<file path="src/hw/ecl_cfg.svh">
`ifndef ECL_CFG_SVH
`define ECL_CFG_SVH

// clock and indicator timing
`define ECL_CLK_PERIOD_NS 20
`define ECL_BLINK_HALF_NS 40000000
`define ECL_SLOW_FACTOR 4

// serial rom word addresses
`define ECL_W_CHIP 8'h01
`define ECL_W_MAKER 8'h02
`define ECL_W_SUBSYS 8'h03
`define ECL_W_BASE_LO 8'h04
`define ECL_W_BASE_HI 8'h05
`define ECL_W_LED 8'h06
`define ECL_W_FIRST 8'h01
`define ECL_W_LAST 8'h06

// chip control word fields
`define ECL_B_ROM_OFF 0
`define ECL_B_RATE_TEN 4
`define ECL_B_RATE_HUNDRED 5
`define ECL_B_RATE_GIGABIT 6
`define ECL_B_FORCED 8
`define ECL_B_WAKE 15

// lower base word fields
`define ECL_B_POWER_SAVE 0
`define ECL_BASE_LO_MSB 15
`define ECL_BASE_LO_LSB 8

// indicator mode word field
`define ECL_MODE_MSB 1
`define ECL_MODE_LSB 0

// wishbone register byte addresses
`define ECL_REG_CTRL 8'h00
`define ECL_REG_CHIP 8'h04
`define ECL_REG_IDS 8'h08
`define ECL_REG_BASE 8'h0C
`define ECL_REG_MODE 8'h10

// control and status bits
`define ECL_CTRL_RELOAD 0
`define ECL_STAT_BUSY 0
`define ECL_STAT_DONE 1

// reset values
`define ECL_RST_POWER_SAVE 1'b1
`define ECL_RST_MODE 2'h1

`endif

</file>
<file path="src/hw/ecl_pkg.sv">
package ecl_pkg;

	typedef enum logic [1:0] {
		ECL_ST_IDLE = 2'h0,
		ECL_ST_FETCH = 2'h1,
		ECL_ST_DONE = 2'h3
	} ecl_state_e;

	typedef enum logic [1:0] {
		ECL_SPD_TEN = 2'h0,
		ECL_SPD_HUNDRED = 2'h1,
		ECL_SPD_GIGABIT = 2'h2
	} ecl_speed_e;

	typedef enum logic [1:0] {
		ECL_MODE_0 = 2'h0,
		ECL_MODE_1 = 2'h1,
		ECL_MODE_2 = 2'h2,
		ECL_MODE_3 = 2'h3
	} ecl_mode_e;

	typedef struct packed {
		logic up;
		ecl_speed_e speed;
		logic full_duplex;
		logic rx_busy;
		logic tx_busy;
	} ecl_link_s;

	// positive logic: 1 means lit
	typedef struct packed {
		logic ten;
		logic hundred;
		logic gigabit;
		logic duplex;
		logic receive;
		logic transmit;
	} ecl_led_s;

	typedef struct packed {
		logic expansion_rom_off;
		logic phy_rate_ten;
		logic phy_rate_hundred;
		logic phy_rate_gigabit;
		logic forced_setup_select;
		logic wake_lan_enable_bit;
		logic wake_lan_polarity;
		logic [15:0] subsys_identifier;
		logic [15:0] subsys_maker_identifier;
		logic [23:0] io_mem_base;
		logic auto_power_saving;
		logic [1:0] indicator_mode_select;
	} ecl_conf_s;

endpackage

</file>
<file path="src/hw/ecl_blink.sv">
`timescale 1ns/1ps
`include "ecl_cfg.svh"

module ecl_blink #(
	parameter int unsigned HALF_CYC = 2000000
) (
	input wire logic ref_clk,
	input wire logic rst_n,
	output logic phase
);

	typedef struct packed {
		logic [31:0] cnt;
		logic phase;
	} ecl_blink_s;

	ecl_blink_s s_q;
	ecl_blink_s s_d;

	always_comb begin
		s_d = s_q;
		if (s_q.cnt == 32'(HALF_CYC - 1)) begin
			s_d.cnt = '0;
			s_d.phase = ~s_q.phase;
		end else begin
			s_d.cnt = s_q.cnt + 32'h1;
		end
	end

	always_ff @(posedge ref_clk or negedge rst_n) begin
		if (!rst_n) begin
			s_q <= '0;
		end else begin
			s_q <= s_d;
		end
	end

	assign phase = s_q.phase;

endmodule

</file>
<file path="src/hw/ecl_led.sv">
`timescale 1ns/1ps
`include "ecl_cfg.svh"

module ecl_led (
	input wire logic ref_clk,
	input wire logic rst_n,
	input wire logic [1:0] mode,
	input wire ecl_pkg::ecl_link_s link,
	input wire logic blink,
	input wire logic slow_blink,
	output ecl_pkg::ecl_led_s leds_n
);

	ecl_pkg::ecl_led_s s_q;
	ecl_pkg::ecl_led_s s_d;
	ecl_pkg::ecl_led_s lit;
	logic s10;
	logic s100;
	logic s1g;
	logic rx_blk;
	logic tx_blk;

	assign s10 = link.up && link.speed == ecl_pkg::ECL_SPD_TEN;
	assign s100 = link.up && link.speed == ecl_pkg::ECL_SPD_HUNDRED;
	assign s1g = link.up && link.speed == ecl_pkg::ECL_SPD_GIGABIT;
	// lit while up, dark during the off half of the blink when busy
	assign rx_blk = link.up && !(link.rx_busy && blink);
	assign tx_blk = link.up && !(link.tx_busy && blink);

	always_comb begin
		lit = '0;
		lit.duplex = link.up && link.full_duplex;
		case (ecl_pkg::ecl_mode_e'(mode))
			ecl_pkg::ECL_MODE_0: begin
				lit.ten = s10 || s1g;
				lit.hundred = s100 || s1g;
				lit.gigabit = link.up;
				lit.receive = rx_blk;
				lit.transmit = tx_blk;
			end
			ecl_pkg::ECL_MODE_1: begin
				lit.ten = s10;
				lit.hundred = s100;
				lit.gigabit = s1g;
				lit.receive = link.rx_busy;
				lit.transmit = link.tx_busy;
			end
			ecl_pkg::ECL_MODE_2: begin
				lit.ten = s100 && slow_blink;
				lit.hundred = s100;
				lit.gigabit = s1g;
				lit.receive = rx_blk;
				lit.transmit = tx_blk;
			end
			ecl_pkg::ECL_MODE_3: begin
				// bi-colour pair: gigabit on ten, hundred on hundred
				lit.ten = s1g;
				lit.hundred = s100;
				lit.gigabit = link.up;
				lit.receive = rx_blk;
				lit.transmit = tx_blk;
			end
			default: begin
				lit = '0;
			end
		endcase
		s_d = ~lit;
	end

	// reset leaves every indicator dark
	always_ff @(posedge ref_clk or negedge rst_n) begin
		if (!rst_n) begin
			s_q <= '1;
		end else begin
			s_q <= s_d;
		end
	end

	assign leds_n = s_q;

endmodule

</file>
<file path="src/hw/ecl_top.sv">
// The address map and the Wishbone interface to the registers were decided locally.
`timescale 1ns/1ps
`include "ecl_cfg.svh"

module ecl_top #(
	parameter int unsigned BLINK_CYC =
		`ECL_BLINK_HALF_NS / `ECL_CLK_PERIOD_NS,
	parameter int unsigned SLOW_CYC = BLINK_CYC * `ECL_SLOW_FACTOR
) (
	input wire logic ref_clk,
	input wire logic rst_n,
	// wishbone classic slave
	input wire logic wb_cyc,
	input wire logic wb_stb,
	input wire logic wb_we,
	input wire logic [7:0] wb_adr,
	input wire logic [3:0] wb_sel,
	input wire logic [31:0] wb_dat_w,
	output logic [31:0] wb_dat_r,
	output logic wb_ack,
	// word fetch toward the serial rom controller
	output logic rom_req,
	output logic [7:0] rom_addr,
	input wire logic rom_valid,
	input wire logic [15:0] rom_data,
	// link state from the phy
	input wire ecl_pkg::ecl_link_s link,
	// loaded configuration
	output ecl_pkg::ecl_conf_s conf,
	output logic load_done,
	// indicator pins
	output logic ten_link_indicator_n,
	output logic hundred_link_indicator_n,
	output logic gigabit_link_indicator_n,
	output logic duplex_indicator_n,
	output logic receive_indicator_n,
	output logic transmit_indicator_n
);

	typedef struct packed {
		ecl_pkg::ecl_state_e st;
		logic [7:0] addr;
		logic rom_req;
		logic done;
		ecl_pkg::ecl_conf_s conf;
		logic [15:0] chip_word;
		logic ack;
		logic [31:0] rdat;
	} ecl_top_s;

	ecl_top_s s_q;
	ecl_top_s s_d;
	logic bus_req;
	logic reload;
	logic blink;
	logic slow_blink;
	ecl_pkg::ecl_led_s leds_n;

	assign bus_req = wb_cyc && wb_stb && !s_q.ack;
	// reload is taken from lane 0 only; other lanes hold nothing writable
	assign reload = bus_req && wb_we && wb_sel[0] &&
		wb_adr == `ECL_REG_CTRL && wb_dat_w[`ECL_CTRL_RELOAD];

	always_comb begin
		s_d = s_q;
		s_d.ack = 1'b0;

		// register bus: one ack per request, unmapped reads return zero
		if (bus_req) begin
			s_d.ack = 1'b1;
			s_d.rdat = '0;
			case (wb_adr)
				`ECL_REG_CTRL: begin
					s_d.rdat[`ECL_STAT_BUSY] =
						s_q.st == ecl_pkg::ECL_ST_FETCH;
					s_d.rdat[`ECL_STAT_DONE] = s_q.done;
				end
				`ECL_REG_CHIP: begin
					s_d.rdat[15:0] = s_q.chip_word;
				end
				`ECL_REG_IDS: begin
					s_d.rdat = {s_q.conf.subsys_identifier,
						s_q.conf.subsys_maker_identifier};
				end
				`ECL_REG_BASE: begin
					s_d.rdat[31:8] = s_q.conf.io_mem_base;
					s_d.rdat[0] = s_q.conf.auto_power_saving;
				end
				`ECL_REG_MODE: begin
					s_d.rdat[1:0] = s_q.conf.indicator_mode_select;
				end
				default: begin
					s_d.rdat = '0;
				end
			endcase
		end

		case (s_q.st)
			ecl_pkg::ECL_ST_IDLE: begin
				// leave idle right after reset to start the load
				s_d.st = ecl_pkg::ECL_ST_FETCH;
				s_d.addr = `ECL_W_FIRST;
				s_d.rom_req = 1'b1;
				s_d.done = 1'b0;
			end
			ecl_pkg::ECL_ST_FETCH: begin
				if (rom_valid) begin
					case (s_q.addr)
						`ECL_W_CHIP: begin
							// reserved bits 1-3, 7, 9-14 kept only in chip_word, not decoded into conf
							s_d.chip_word = rom_data;
							s_d.conf.expansion_rom_off =
								rom_data[`ECL_B_ROM_OFF];
							s_d.conf.phy_rate_ten =
								rom_data[`ECL_B_RATE_TEN];
							s_d.conf.phy_rate_hundred =
								rom_data[`ECL_B_RATE_HUNDRED];
							s_d.conf.phy_rate_gigabit =
								rom_data[`ECL_B_RATE_GIGABIT];
							s_d.conf.forced_setup_select =
								rom_data[`ECL_B_FORCED];
							s_d.conf.wake_lan_enable_bit =
								rom_data[`ECL_B_WAKE];
							s_d.conf.wake_lan_polarity =
								rom_data[`ECL_B_WAKE];
						end
						`ECL_W_MAKER: begin
							s_d.conf.subsys_maker_identifier =
								rom_data;
						end
						`ECL_W_SUBSYS: begin
							s_d.conf.subsys_identifier = rom_data;
						end
						`ECL_W_BASE_LO: begin
							s_d.conf.auto_power_saving =
								rom_data[`ECL_B_POWER_SAVE];
							// outside forced mode the host assigns the base
							if (s_q.conf.forced_setup_select) begin
								s_d.conf.io_mem_base[7:0] = rom_data[
									`ECL_BASE_LO_MSB:`ECL_BASE_LO_LSB];
							end
						end
						`ECL_W_BASE_HI: begin
							if (s_q.conf.forced_setup_select) begin
								s_d.conf.io_mem_base[23:8] =
									rom_data;
							end
						end
						`ECL_W_LED: begin
							s_d.conf.indicator_mode_select = rom_data[
								`ECL_MODE_MSB:`ECL_MODE_LSB];
						end
						default: begin
							s_d.chip_word = s_q.chip_word;
						end
					endcase
					if (s_q.addr == `ECL_W_LAST) begin
						s_d.st = ecl_pkg::ECL_ST_DONE;
						s_d.rom_req = 1'b0;
						s_d.done = 1'b1;
					end else begin
						s_d.addr = s_q.addr + 8'h01;
					end
				end
			end
			ecl_pkg::ECL_ST_DONE: begin
				// a reload mid-fetch is ignored; it is honoured only here
				if (reload) begin
					s_d.st = ecl_pkg::ECL_ST_FETCH;
					s_d.addr = `ECL_W_FIRST;
					s_d.rom_req = 1'b1;
					s_d.done = 1'b0;
					s_d.conf.io_mem_base = '0;
				end
			end
			default: begin
				s_d.st = ecl_pkg::ECL_ST_IDLE;
			end
		endcase
	end

	always_ff @(posedge ref_clk or negedge rst_n) begin
		if (!rst_n) begin
			s_q <= '0;
			s_q.conf.auto_power_saving <= `ECL_RST_POWER_SAVE;
			s_q.conf.indicator_mode_select <= `ECL_RST_MODE;
		end else begin
			s_q <= s_d;
		end
	end

	ecl_blink #(
		.HALF_CYC(BLINK_CYC)
	) u_blink (
		.ref_clk(ref_clk),
		.rst_n(rst_n),
		.phase(blink)
	);

	ecl_blink #(
		.HALF_CYC(SLOW_CYC)
	) u_slow_blink (
		.ref_clk(ref_clk),
		.rst_n(rst_n),
		.phase(slow_blink)
	);

	ecl_led u_led (
		.ref_clk(ref_clk),
		.rst_n(rst_n),
		.mode(s_q.conf.indicator_mode_select),
		.link(link),
		.blink(blink),
		.slow_blink(slow_blink),
		.leds_n(leds_n)
	);

	assign wb_ack = s_q.ack;
	assign wb_dat_r = s_q.rdat;
	assign rom_req = s_q.rom_req;
	assign rom_addr = s_q.addr;
	assign conf = s_q.conf;
	assign load_done = s_q.done;
	assign ten_link_indicator_n = leds_n.ten;
	assign hundred_link_indicator_n = leds_n.hundred;
	assign gigabit_link_indicator_n = leds_n.gigabit;
	assign duplex_indicator_n = leds_n.duplex;
	assign receive_indicator_n = leds_n.receive;
	assign transmit_indicator_n = leds_n.transmit;

endmodule

</file>
<file path="config.mk">
export PLATFORM = sky130hd
export DESIGN_NAME = ecl_top
export DESIGN_NICKNAME = d
export VERILOG_FILES = /design/src/hw/ecl_pkg.sv /design/src/hw/ecl_blink.sv /design/src/hw/ecl_led.sv /design/src/hw/ecl_top.sv
export VERILOG_INCLUDE_DIRS = /design/src /design/src/hw
export SDC_FILE = /design/constraint.sdc
export NUM_CORES = 1
export LEC_CHECK = 0
export BUFFER_PORTS_ARGS = -buffer_cell sky130_fd_sc_hd__buf_2
export CAP_MARGIN = 40
export CORE_AREA = 2 2 143 145
export CTS_BUF_LIST = sky130_fd_sc_hd__clkbuf_8
export CTS_CLUSTER_DIAMETER = 80
export DETAILED_ROUTE_END_ITERATION = 6
export DIE_AREA = 0 0 145 147
export HOLD_SLACK_MARGIN = 0.1
export PLACE_DENSITY = 0.73
export SYNTH_ARGS = -nofsm -noshare
export SYNTH_HDL_FRONTEND = slang
export SYNTH_SLANG_ARGS = --single-unit
</file>
<file path="constraint.sdc">
create_clock -name ref_clk -period 2.3 [get_ports ref_clk]
set_input_delay 0.575 -clock ref_clk [delete_from_list [all_inputs] [get_ports ref_clk]]
set_output_delay 0.575 -clock ref_clk [all_outputs]
set_load 0.01 [all_outputs]
</file>
After elaboration in Yosys (flattened, before gate mapping)

Cells that the tools add are included.
W data, S select, Z words.

Register bits after elaboration: 198
Bits of input ports: 72
Word-level logic and storage cells: 126

$add $sub $neg: 3
Equal/unequal tests: 26
Multiplexer cells: 28
Bitwise gates (word level): 3
Reduce and logical (&&, ||, !) cells: 37

Operator list:

| operator                | number |
|---|---|
| $mux W94                | 1 |
| $mux W16                | 5 |
| $add A32 B1 Y32 const B | 2 |
| $mux W32                | 2 |
| $pmux W24 S2            | 1 |
| $mux W33                | 1 |
| $eq A32 B21 Y1 const B  | 1 |
| $eq A32 B23 Y1 const B  | 1 |
| $eq A8 B3 Y1 const B    | 4 |
| $pmux W16 S2            | 1 |
| $pmux W10 S3            | 1 |
| $mux W24                | 1 |
| $pmux W8 S3             | 1 |
| $reduce_and A3 Y1       | 6 |
| $eq A8 B2 Y1 const B    | 2 |
| $eq A8 B4 Y1 const B    | 2 |
| $mux W8                 | 2 |
| $logic_and A1 B1 Y1     | 15 |
| $mux W12                | 1 |
| $pmux W3 S4             | 1 |
| $pmux W6 S2             | 1 |
| $reduce_and A5 Y1       | 2 |
| $mux W9                 | 1 |
| $add A8 B1 Y8 const B   | 1 |
| other kinds (22)        | 41 |

Logic depth before layout (Yosys ltp)

Word-level depth: 8
Depth in mapped cells: 8

Cells and area by module

Synthesis repeated with hierarchy kept, for this count alone.

Cells, all modules: 908
Area total of the unflattened synthesis: 9860.7 sq um

By module, submodules not included:

| module                    | instances | cells an instance | area each (sq um) |
|---|---|---|---|
| ecl_top                   | 1         | 578               | 6331.1 |
| ecl_blink at u_blink      | 1         | 161               | 1636.6 |
| ecl_blink at u_slow_blink | 1         | 144               | 1611.5 |
| ecl_led                   | 1         | 25                | 281.5 |

Worst setup path before layout

OpenSTA, ideal clock, no wires.

Kind: reg-to-reg
Start: register s_q, in the netlist rom_addr[4]
End: register conf[17] (netlist name)
Library setup time: 121 ps
Arrival: 2308 ps
Data required time: 2179 ps
Setup slack: -129 ps
Stages on the path, launching flop included: 7
Path buffers: 1
Clock period less this slack: 2429 ps
Path through: dfrtp_1 -> or4_4 -> or3b_4 -> or3_4 -> a21o_4 -> buf_6 -> a22o_1

Longest elaborated chain between the ends: 3

RTL lines:

| what                        | line           | source |
|---|---|---|
| start, declared             | ecl_top.sv:51  | `ecl_top_s s_q;` |
| $eq A8 B3 Y1                | ecl_top.sv:108 | `case (s_q.addr)` |
| $ne A2 B1 Y1 (no line)      | -              |  |
| $reduce_and A5 Y1 (no line) | -              |  |

No other way between the ends.
A chain may end at the register's enable or synchronous reset.

Final worst setup path

Start: register s_q, in the netlist rom_addr[5]
End: register conf[18] (netlist name)

Longest elaborated chain between the ends: 3

RTL lines:

| what                        | line |
|---|---|
| $eq A8 B3 Y1                | ecl_top.sv:108 |
| $ne A2 B1 Y1 (no line)      | - |
| $reduce_and A5 Y1 (no line) | - |

No other way between the ends.

==> impl_metrics.ini <==
[clock_tree]
cts_max_level = 4
cts_sinks = 192
cts_inserted_buffers = 17
cts_root_buf = clkbuf_8
cts_tree = done
clock_tree.buffer_depth = 2
path_clk_slew_ns = 0.10
insertion_delay_ns = 0.48

[setup_path]
worst_path_dominant_cell_family = simple AND/OR/NAND/NOR gates
critPathMaxStageDelay_ns = 0.54
crit_type = register to register
cp-end-kind = register
critPathArrivalTime_ns = 2.71
cp_cell_sequence = or4_4 > or3b_4 > or3_4 > a21o_4 > a22o_1
crit_path_start_kind = register
worst-path-buf-inv = 0
cpMaxStageDelayCell = or4_4
crit_required_ns = 2.67
crit_path_max_fanout = 8

[hold_path]
hold_path_class = input pin to register

[timing]
fmax_mhz = 426.6
maxSlewViolCount = 0
hold_viol = 0
max_slew_margin = 0.6687
max_slew.worst_pin.slew_ns = 0.4932
whs_ns = 0.2214
fin_ws_ns = -0.04434
fin_crit_ns = 2.344
period_share = 1.019
skew_ns = 0.02197
rsz0062_at_grt = true
setup_viol = 9

[routing]
vias_per_cell = 5.379
drt_iter0_drc = 372
post_drt_wl_per_cell_um = 17.18
firstDrtPassIters = 5
drc = 0
vias = 6417
finalWirelength_um = 20490
antenna_left = 0

[synthesis]
synth.distinct_cells = 54
yosysTopAreaCellShare = 0.4947
synthArstFlopShare = 1.000
synthFlopType = dfrtp_1
ys_ff_latch = 192
postSynthCellCount = 821
synth_edf_count = 0
ys_warn_count = 0
synth_common_cells = 184 x dfrtp_1, 106 x buf_4, 60 x mux2_2, 50 x nand2_1, 42 x a22o_1
syn_nets = 903
syn_area_per_cell_sq_um = 11.34
synth.area.top_cells = dfrtp_1 49%, buf_4 8.5%, mux2_2 7.3%, a22o_1 4.0%, xnor2_1 2.9%
yosysMostFrequentCell = dfrtp_1
syn-cell-area_sq_um = 9308
synth_top_area_cell = dfrtp_1
yosysSeqAreaShare = 0.5173

[die]
coreArea_sq_um = 19840
io_pins = 187
die_w_um = 145
die-area_sq_um = 21320
num_rows = 52
start_util = 0.4690
die_y_um = 147

[finish]
nets = 992
drive_gt1_frac = 0.3402
fillCellCount = 1736
diodes = 0
final_util = 0.5263
finalInstanceArea_sq_um = 10440
instances_no_fill = 1193
area_growth_pct = 12.21

[outcome]
outcome = complete, but fails checks
failed_checks = negative setup slack

[placed_design]
pre_cts_slack_ns = -0.08687
numPortBuffers = 152
detailed_place.area_sq_um = 9888
dp_hpwl_um = 14500
dp_cells = 1155
gp_congestion = 0.8143

[global_route]
grt-ovfl-total = 0
antenna_found_initial = 0
track_usage = 0.1956
first_global_vias = 6111
grt_pass1_wl_um = 33170
grt_max_degree = 55

[flow_run]
drv_cap = 0

[power]
p_leak_nw = 5.258
ir_worst_vdd_uv = 472.2
power.density_nw_per_um2 = 889.2
==> per-layer routing <==
metal | vias up | global-route usage | wire length (um)
met2 | 198 | 0.3133 | 9769
met1 | 3194 | 0.2686 | 9183
met3 | 19 | 0.04845 | 1291
met4 | 0 | 0.05050 | 245
li1 | 3006 | - | -
met5 | - | 0 | 0
==> what timing repair did <==
item,4_1_cts,5_1_grt
setup endpoints to repair,64,71
gates resized for setup,6,9
cloned,1,1
hold endpoints to repair,47,0
hold buffers,1,0
setup buffers,2,1
pin swaps,9,5
==> cell type report <==
cell class,instances,area (sq um),share of cell area
clock buffer,18,247.7,0.02372
clock inverter,14,177.7,0.01701
inverter,28,105.1,0.01006
multi-input combinational,472,3537,0.3387
sequential,192,4815,0.4610
tap,270,337.8,0.03235
timing repair buffer,199,1224,0.1172
==> worst register-to-register path, delay by kind of cell, from the launching register on <==
kind / cells / cell delay [ns]
and+or+nand+nor: 3 / 1.32
AOI/OAI and AO/OA: 2 / 0.53
DFF: 1 / 0.41
==> state kept, by name, indices dropped and copies added, names as in the netlist <==
register and cells:
s_q 17, load_done 1, u_led.leds_n 6, wb_ack 1, wb_dat_r 32, u_slow_blink.phase 1
conf 60, u_blink.s_q 32, rom_req 1, u_slow_blink.s_q 32, rom_addr 8, u_blink.phase 1
==> path summary, 6_finish.rpt <==
kind	start	endpoint	slack [ns]	cells after the start
max in group asynchronous	rst_n	s_q[126]	1.01	3
min reg2reg	u_slow_blink.phase	u_slow_blink.phase	0.47	1
max reg2reg	rom_addr[5]	conf[18]	-0.04	5
max	rom_addr[5]	conf[18]	-0.04	5
min in group asynchronous	rst_n	wb_dat_r[21]	0.62	2
min	link[2]	u_led.leds_n[2]	0.22	2
==> where the power goes <==
part,internal [mW],leakage (nW),switching [mW]
Clock,0.870,0.213,1.40
Sequential,4.03,2.51,0.545
Combinational,1.27,2.53,1.17
Total,6.17,5.26,3.12
==> cell families after synthesis <==
| logic type | count (synthesis) | synth area share |
|---|---|---|
| xor+xnor | 56 | 0.05270 |
| mux | 66 | 0.08039 |
| fa+ha+maj | 11 | 0.01452 |
| flops | 192 | 0.5173 |
| buf+inv | 158 | 0.1085 |
| simple gates | 224 | 0.1292 |
| compound gates | 114 | 0.09746 |
==> cell usage in the layout (no fill, tap or decap), drive strengths merged, types with 13 or more instances in the layout <==
master  count
clkbuf     20
xor2       25
mux2       60
a22o       42
o21ai      17
nor2       36
nor4       13
nand3      31
buf       196
dfrtp     184
xnor2      31
inv        35
and3       14
nand2      50
a222oi     16
nand4      18
==> stage by stage <==
step                power, mW  setup TNS [ns]
finish                  9.286         -0.2233
global route            9.790         -0.8970
CTS                     9.317         -0.2260
detailed placement      7.006          -2.431
global placement        6.937         -0.9064
floorplan               6.565         -0.8570
No activity file was read; power rests on OpenSTA's default activity.
